===== src/logic/oag_pkg.sv =====
`default_nettype none
package oag_pkg;
  localparam int unsigned XLEN       = 32;
  localparam int unsigned IMM_W      = 8;
  localparam int unsigned DISP4_W    = 4;
  localparam int unsigned DISP8_W    = 8;
  localparam int unsigned SEL_W      = 4;
  localparam int unsigned BYTE_MSB   = 7;
  localparam int unsigned WORD_MSB   = 15;
  localparam logic [1:0]  SZ_BYTE    = 2'h0;
  localparam logic [1:0]  SZ_WORD    = 2'h1;
  localparam logic [1:0]  SZ_LONG    = 2'h2;
  localparam logic [31:0] PC_LONG_MASK = 32'hfffffffc;
  localparam logic [31:0] STEP_BYTE  = 32'h1;
  localparam logic [31:0] STEP_WORD  = 32'h2;
  localparam logic [31:0] STEP_LONG  = 32'h4;
  localparam logic [1:0]  SH_BYTE    = 2'h0;
  localparam logic [1:0]  SH_WORD    = 2'h1;
  localparam logic [1:0]  SH_LONG    = 2'h2;

  // Addressing modes, one-hot.
  typedef enum logic [9:0] {
    OAG_M_IMM8    = 10'h001,
    OAG_M_REG     = 10'h002,
    OAG_M_IND     = 10'h004,
    OAG_M_POSTINC = 10'h008,
    OAG_M_PREDEC  = 10'h010,
    OAG_M_DISP4   = 10'h020,
    OAG_M_IDX     = 10'h040,
    OAG_M_GBRD    = 10'h080,
    OAG_M_PCREL   = 10'h100,
    OAG_M_NONE    = 10'h200
  } oag_mode_e;
endpackage
`default_nettype wire


===== src/logic/oag_top.sv =====
// Summary of operation
// - An 8-bit immediate comes straight from the instruction field, with no memory access.
// - Word and longword immediates are read from a literal table via PC-relative addressing.
// - Absolute access is a literal load into a register, then register-indirect access.
// - Long displacement is a literal load into index register zero, then indexed access.
// - Register-direct mode yields the register contents and forms no memory address.
// - Register-indirect address is the register contents; the register is not changed.
// - Post-increment uses the register as address, then adds 1, 2 or 4 to it.
// - Pre-decrement subtracts 1, 2 or 4 first, writes it back and uses it as address.
// - Short displacement is 4 bits, zero-extended, scaled by size, added to the register.
// - Indexed address is the register plus index register zero, neither modified.
// - Base displacement is 8 bits, zero-extended, scaled, added to the global base register.
// - PC-relative literals double the displacement for word, quadruple it for longword
//          and mask the low two PC bits for longword.
// - Byte and word loads are sign-extended to 32 bits.
// - Word addresses must be even and longword addresses a multiple of four, else error.
`default_nettype none
module oag_top
  import oag_pkg::*;
(
  // Clock and reset.
  input  wire logic                           clk,
  input  wire logic                           rst,
  // Request from decode.
  input  wire logic                           req_valid,
  input  wire oag_pkg::oag_mode_e             mode,
  input  wire logic [1:0]                     size,
  input  wire logic [oag_pkg::IMM_W-1:0]      imm_field,
  input  wire logic [oag_pkg::XLEN-1:0]       selected_general_register,
  input  wire logic [oag_pkg::XLEN-1:0]       index_register_zero,
  input  wire logic [oag_pkg::XLEN-1:0]       global_base_register,
  input  wire logic [oag_pkg::XLEN-1:0]       pc,
  // Load data returning from memory.
  input  wire logic                           load_valid,
  input  wire logic [oag_pkg::XLEN-1:0]       load_data,
  input  wire logic [1:0]                     load_size,
  // Result towards load/store unit and register file.
  output logic                                out_valid,
  output logic                                mem_access,
  output logic [oag_pkg::XLEN-1:0]            eff_addr,
  output logic                                operand_valid,
  output logic [oag_pkg::XLEN-1:0]            operand,
  output logic                                wb_valid,
  output logic [oag_pkg::XLEN-1:0]            wb_value,
  output logic                                addr_error,
  // Sign-extended load result.
  output logic                                load_out_valid,
  output logic [oag_pkg::XLEN-1:0]            load_out
);
  import oag_pkg::*;

  logic [XLEN-1:0] step;
  logic [XLEN-1:0] scaled4;
  logic [XLEN-1:0] scaled8;
  logic [XLEN-1:0] load_ext;
  logic [XLEN-1:0] next_addr;
  logic [XLEN-1:0] next_wb;
  logic            next_mem;
  logic            next_wb_valid;
  logic            next_op_valid;
  logic [XLEN-1:0] next_operand;
  logic            misaligned;

  // The 4-bit field goes through the same scaler, zero-padded to 8 bits.
  oag_scale u_scale4 (
    .disp   ({{(DISP8_W-DISP4_W){1'b0}}, imm_field[DISP4_W-1:0]}),
    .size   (size),
    .scaled (scaled4)
  );

  oag_scale u_scale8 (
    .disp   (imm_field),
    .size   (size),
    .scaled (scaled8)
  );

  oag_sext u_sext (
    .din  (load_data),
    .size (load_size),
    .dout (load_ext)
  );

  always_comb begin
    case (size)
      SZ_WORD: step = STEP_WORD;
      SZ_LONG: step = STEP_LONG;
      default: step = STEP_BYTE;
    endcase
  end

  // Long immediates, absolute addresses and long displacements are not modes of
  // their own: software composes them from a PC-relative literal load followed by an
  // indirect or indexed access, so only those two building blocks exist here.
  always_comb begin
    next_addr     = '0;
    next_wb       = selected_general_register;
    next_mem      = 1'b0;
    next_wb_valid = 1'b0;
    next_op_valid = 1'b0;
    next_operand  = '0;
    case (mode)
      OAG_M_IMM8: begin
        next_op_valid = 1'b1;
        next_operand  = {{(XLEN-IMM_W){1'b0}}, imm_field};
      end
      OAG_M_REG: begin
        next_op_valid = 1'b1;
        next_operand  = selected_general_register;
      end
      OAG_M_IND: begin
        next_mem  = 1'b1;
        next_addr = selected_general_register;
      end
      OAG_M_POSTINC: begin
        next_mem      = 1'b1;
        next_addr     = selected_general_register;
        next_wb_valid = 1'b1;
        next_wb       = selected_general_register + step;
      end
      OAG_M_PREDEC: begin
        next_mem      = 1'b1;
        next_wb_valid = 1'b1;
        next_wb       = selected_general_register - step;
        next_addr     = selected_general_register - step;
      end
      OAG_M_DISP4: begin
        next_mem  = 1'b1;
        next_addr = selected_general_register + scaled4;
      end
      OAG_M_IDX: begin
        next_mem  = 1'b1;
        next_addr = selected_general_register + index_register_zero;
      end
      OAG_M_GBRD: begin
        next_mem  = 1'b1;
        next_addr = global_base_register + scaled8;
      end
      OAG_M_PCREL: begin
        next_mem = 1'b1;
        if (size == SZ_LONG) begin
          next_addr = (pc & PC_LONG_MASK) + scaled8;
        end else begin
          next_addr = pc + scaled8;
        end
      end
      default: begin
        next_mem = 1'b0;
      end
    endcase
  end

  always_comb begin
    case (size)
      SZ_WORD: misaligned = next_addr[0];
      SZ_LONG: misaligned = |next_addr[1:0];
      default: misaligned = 1'b0;
    endcase
  end

  // Address path.
  always_ff @(posedge clk) begin
    if (rst) begin
      out_valid     <= 1'b0;
      mem_access    <= 1'b0;
      eff_addr      <= '0;
      addr_error    <= 1'b0;
      operand_valid <= 1'b0;
      operand       <= '0;
    end else begin
      out_valid     <= req_valid;
      mem_access    <= req_valid & next_mem;
      eff_addr      <= next_addr;
      addr_error    <= req_valid & next_mem & misaligned;
      operand_valid <= req_valid & next_op_valid;
      operand       <= next_operand;
    end
  end

  // Write-back path; a faulting access leaves the register untouched.
  always_ff @(posedge clk) begin
    if (rst) begin
      wb_valid <= 1'b0;
      wb_value <= '0;
    end else begin
      wb_valid <= req_valid & next_wb_valid & ~misaligned;
      wb_value <= next_wb;
    end
  end

  // Load return path.
  always_ff @(posedge clk) begin
    if (rst) begin
      load_out_valid <= 1'b0;
      load_out       <= '0;
    end else begin
      load_out_valid <= load_valid;
      load_out       <= load_ext;
    end
  end
endmodule
`default_nettype wire


===== src/logic/oag_scale.sv =====
`default_nettype none
module oag_scale
  import oag_pkg::*;
(
  // Displacement and size.
  input  wire logic [oag_pkg::DISP8_W-1:0] disp,
  input  wire logic [1:0]                  size,
  // Scaled, zero-extended result.
  output logic      [oag_pkg::XLEN-1:0]    scaled
);
  logic [XLEN-1:0] zext;
  assign zext = {{(XLEN-DISP8_W){1'b0}}, disp};
  always_comb begin
    case (size)
      SZ_WORD: scaled = zext << SH_WORD;
      SZ_LONG: scaled = zext << SH_LONG;
      default: scaled = zext << SH_BYTE;
    endcase
  end
endmodule
`default_nettype wire


===== src/logic/oag_sext.sv =====
`default_nettype none
module oag_sext
  import oag_pkg::*;
(
  // Raw load data and size.
  input  wire logic [oag_pkg::XLEN-1:0] din,
  input  wire logic [1:0]               size,
  // Register-width value.
  output logic      [oag_pkg::XLEN-1:0] dout
);
  always_comb begin
    case (size)
      SZ_BYTE: dout = {{(XLEN-BYTE_MSB-1){din[BYTE_MSB]}}, din[BYTE_MSB:0]};
      SZ_WORD: dout = {{(XLEN-WORD_MSB-1){din[WORD_MSB]}}, din[WORD_MSB:0]};
      default: dout = din;
    endcase
  end
endmodule
`default_nettype wire


===== config.mk =====
export PLATFORM = sky130hd
export DESIGN_NAME = oag_top
export DESIGN_NICKNAME = d
export VERILOG_FILES = /design/src/logic/oag_pkg.sv /design/src/logic/oag_top.sv /design/src/logic/oag_scale.sv /design/src/logic/oag_sext.sv
export SDC_FILE = /design/constraint.sdc
export NUM_CORES = 1
export LEC_CHECK = 0
export BUFFER_PORTS_ARGS = -buffer_cell sky130_fd_sc_hd__buf_4
export CAP_MARGIN = 20
export CORE_MARGIN = 4
export CORE_UTILIZATION = 45
export CTS_BUF_LIST = sky130_fd_sc_hd__clkbuf_16
export DETAILED_ROUTE_END_ITERATION = 7
export PLACE_DENSITY_LB_ADDON = 0.3
export SLEW_MARGIN = 15
export SYNTH_ARGS = -nofsm -noshare
export SYNTH_HDL_FRONTEND = slang
export SYNTH_HIERARCHICAL = 1
export SYNTH_SLANG_ARGS = --single-unit

===== constraint.sdc =====
create_clock -name clk -period 5.1 [get_ports clk]
set_input_delay 0 -clock clk [delete_from_list [all_inputs] [get_ports clk]]
set_output_delay 0 -clock clk [all_outputs]
set_load 0.01 [all_outputs]

* Word-level counts from Yosys, hierarchy flattened
Cells that the tools add are included.
Widths: inputs -> output; s select.
** Storage, ports and cells
- Bits in latches :: 0
- Register bits after elaboration :: 134
- Bits of input ports :: 186
- Output and inout bits :: 134
- ROM bits :: 0
- Memories :: 0
- Logic and storage cells :: 53
- Memory bits (writable) :: 0
** Cells by class
- Multiply operators :: 0
- Bitwise logic cells :: 6
- Magnitude comparators :: 0
- Add/subtract/negate cells :: 7
- Reductions and logical operators :: 6
- Multiplexer cells :: 12
- Shift-type cells :: 0
- Divide/modulo/power cells :: 0
- Equality and inequality tests :: 12
** Operators by type and width (number)
- $add 32x32->32 :: 6
- $pmux 32 s2 :: 3
- $pmux 32 s6 :: 1
- $mux 32 :: 1
- $sub 32x32->32 :: 1
- $pmux 10 s2 :: 1
- $pmux 6 s2 :: 1
- $eq 10x1->1 const B :: 1
- $eq 10x2->1 const B :: 1
- $eq 10x3->1 const B :: 1
- $eq 10x4->1 const B :: 1
- $eq 10x5->1 const B :: 1
- $eq 10x6->1 const B :: 1
- $eq 10x7->1 const B :: 1
- $eq 10x8->1 const B :: 1
- $eq 10x9->1 const B :: 1
- $reduce_or 2->1 :: 4
- $reduce_or 7->1 :: 1
- $pmux 3 s2 :: 1
- $and 1x1->1 :: 5
- $eq 2x1->1 const B :: 2
- $mux 1 :: 3
- $eq 2x2->1 const B :: 1
- $logic_not 2->1 :: 1
- other kinds (2) :: 2

* Logic depth before layout (Yosys ltp)
- Word-level depth :: 9
- Depth in mapped cells :: 16
- Depth with buffers taken out :: 15

* Modules after synthesis
Netlist, hierarchy kept.
** By module, submodules not included
- oag_top :: seq. area each 2682.6 um2, area an instance 11439.7 um2, instances 1, cells an instance 1469
- oag_scale :: seq. area each 0.0 um2, area an instance 362.8 um2, instances 2, cells an instance 55
- oag_sext :: seq. area each 0.0 um2, area an instance 426.7 um2, instances 1, cells an instance 64

* Worst setup path before layout
No wires, ideal clock.
- Path kind :: input port to flip-flop
- Start point :: input mode[2]
- End point :: register eff_addr[24] (netlist name)
- Setup time :: 0.120 ns
- Stages on the path :: 16
- Slack :: 1.279 ns
- Buffers on the path :: 1
- Required time :: 4.980 ns
- Arrival time :: 3.701 ns
- Path through :: or4_1 nor4_4 nand3_1 clkbuf_1 mux2_2 ha_1 fa_1 nand3_1 nand2_1 a21o_1 o2111ai_1 a211oi_1 nor3_1 xnor2_1 a221o_1 o31a_1
** Between the ends
- Cells in the longest elaborated chain, start to end :: 3
- Elaborated cells between the ends (all ways) :: 9
- Those cells by class :: 7 x eq/ne; 1 x mux; 1 x reduce/logical
** Ends and longest elaborated chain
- start, declared :: RTL line oag_top.sv:26 : input wire oag_pkg::oag_mode_e mode,
- $eq 10x4->1 or $eq 10x3->1 (tied branches) :: RTL line oag_top.sv:101 : case (mode)
- $reduce_or 2->1 (no line)
- $pmux 32 s6 (*) :: RTL line oag_top.sv:101
- end signal, assigned :: RTL line oag_top.sv:172 : eff_addr <= next_addr;
- end, declared :: RTL line oag_top.sv:40 : output logic [oag_pkg::XLEN-1:0] eff_addr,
Every way passes the cells marked *; elsewhere a longest branch is shown, timed or not.
A chain may end at the register's enable or synchronous reset.

* Worst setup path in the final report
Same ends and word-level chain as after synthesis.

==> impl_metrics.ini <==
[clocking]
cts.sink_count = 134
cts_tree = built
clockRootBuffer = clkbuf_16
clockBufferDepth = 2
cts_buffers = 17
htreeDepth = 4
cts_resized = 0
cts_hold_buf = 85
cts_setup_buffers = 0
cts.clk_slew.worst_paths_ns = 0.06

[pwr]
power_density_nw_per_um2 = 219
p_leak_uw = 0.00742
vdd_drop_max_uv = 175

[floorplan]
die_w_um = 175
ios = 320
start_util_pct = 46.2
die_h_um = 175
die_area_sq_um = 30700
num_rows = 60
core_sq_um = 27300

[setup_path]
worstSetupPathType = in2reg
critPathLaunchType = input port
worstPathArrival_ns = 4.19
worstSetupEndpointType = register
crit_chain = buf_4, or4_1, nor4_4, nand3_1, buf_4, mux2_2, ha_1, fa_1, nand3_1, nand2_1, a21o_1, o2111ai_1, a211oi_1, nor3_1, xnor2_1, a221o_1, o31a_1
slowest_delay_ns = 0.60
crit_required_ns = 5.41
critPathTopFamily = simple AND/OR/NAND/NOR gates
path_buf_inv = 2
crit_fanout = 32
crit_slowest_cell = or4_1

[timing]
clock.fmax_mhz = 258
slew-limit-headroom_pct = 54.2
rsz0062_at_grt = no
fin_crit_sh_pct = 76.0
tightest_slew_ns = 0.682
drv_slew = 0
setup_viol = 0
setup_tns_ns = 0
whs_ns = -0.00760
hold_viol_final = 1
post-route-min-period_ns = 3.88

[hold_path]
min_path_type = in2reg

[route]
post_drt_via_cell_ratio = 5.66
avgRoutedWirePerCell_um = 20.0
dr.pass1.iters = 6
vias = 13500
drcViolationCount = 0
drtIter0Drc = 1059
routed_wl_mm = 47.6
ant_nets = 0

[global_route]
grt_max_degree = 67
overflow = 0
antenna_found_initial = 1
first_global_vias = 13000
grt_pass1_wl_mm = 72.4
track_usage_pct = 29.5

[place]
io_buffers = 319
gp_congestion = 0.957
dp_hpwl_mm = 37.3

[finish]
nNetsFinal = 2301
antennaDiodeCount = 0
drive_gt1_share_pct = 20.5
post-route-util_pct = 60.1
syn2layout_area_growth_pct = 30.2
multiInputGateArea_sq_um = 9100
seq_area_sq_um = 2680
n_fill_cell = 2456

[logic_synthesis]
synth_top_cells_by_count = 160 x nand2_1, 134 x dfxtp_1, 129 x nor2_1
yosysSeqAreaShare_pct = 21.3
synth-seq-cells = 134
synth_area_leaders = dfxtp_1 21%, ha_1 11%, nand2_1 4.8%
syn_avg_cell_area_sq_um = 7.66
synth.cell_area_sq_um = 12600
synth_flop_cell = dfxtp_1
synth_cell_types = 84
netlist.area_leader.share_pct = 21.3
syn_inst = 1643
yosysMostFrequentCell = nand2_1
synth_edf_count = 0
yosys.area.top_type = dfxtp_1
yosysWarnings = 6
synth-async-reset-ratio_pct = 0

[status]
status = complete, but fails checks
violations = negative hold slack

[flow_run]
maxCapViolCount = 0
==> cell families (layout without fill, tap and decap cells) <==
family / Yosys count / after routing / synth area share [%]
AO/OA/AOI/OAI: 476 / 476 / 24.2
buffers and inverters: 191 / 504 / 8.08
AND/OR/NAND/NOR: 560 / 560 / 22.0
other: 3 / 56 / 0.0894
flip-flops: 134 / 134 / 21.3
adder cells (fa/ha/maj): 118 / 118 / 12.1
multiplexers: 58 / 58 / 5.03
XOR/XNOR: 103 / 103 / 7.16
==> per-stage QoR <==
step	total power [uW]	instance area [sq um]	hold slack, ns	std cells	setup slack (ns)
after global routing	3760	16400	0.0211	2381	0.998
after global placement	2230	14900	0.216	2265	0.867
after detailed placement	2230	14900	0.217	2265	0.824
after CTS	3560	16400	0.0102	2381	1.25
final	3580	16400	-0.00760	2381	1.22
after floorplan	1890	12800	0.112	1696	1.28
==> area by class of cell <==
cell class | instances | area share, %
Clock buffer | 17 | 2.60
Clock inverter | 14 | 1.00
Inverter | 55 | 1.26
Multi-Input combinational cell | 1371 | 55.5
Sequential cell | 134 | 16.4
Tap cell | 372 | 2.84
Timing Repair Buffer | 418 | 20.4
==> worst paths after layout <==
path / start / end / cells past startpoint
worst max-delay path: mode[2] / eff_addr[24]$_SDFF_PP0_ / 17
worst min-delay path: mode[1] / operand_valid$_SDFF_PP0_ / 4
==> cells in the final DEF (no fill, tap or decap), types with 44 or more instances in the layout <==
master           n
a21oi_1        117
buf_4          333
conb_1          56
dfxtp_1        134
dlygate4sd3_1   85
ha_1           112
inv_1           55
nand2_1        160
nor2_1         129
nor2b_1         44
o21ai_0        111
xnor2_1         57
xor2_1          46
==> where the power goes <==
group / switching (uW) / internal (uW) / total [uW] / leakage (uW)
clock: 546 / 733 / 1280 / 0.000285
sequential: 10.0 / 1080 / 1090 / 0.00110
combinational: 673 / 541 / 1210 / 0.00604
total: 1230 / 2350 / 3580 / 0.00742
==> sequential cells by signal, indices dropped and copies added, names as in the netlist <==
| signal | count |
|---|---|
| load_out | 32 |
| wb_value | 32 |
| wb_valid | 1 |
| operand | 32 |
| addr_error | 1 |
| eff_addr | 32 |
| out_valid | 1 |
| load_out_valid | 1 |
| mem_access | 1 |
| operand_valid | 1 |
==> tightest hold or removal path, cell delays in order <==
cell,delay (ns)
buf_4,0.10
nor3b_2,0.09
nor2_1,0.12
nor2_1,0.05
==> per-layer routing <==
layer | global-route usage, % | wire length, um | vias to the layer above
met5 | 0 | 19 | -
met4 | 8.15 | 1070 | 2
met3 | 5.27 | 4020 | 71
met2 | 46.6 | 20800 | 630
met1 | 41.4 | 21700 | 6254
li1 | - | - | 6528
(Power assumes the default switching activity.)
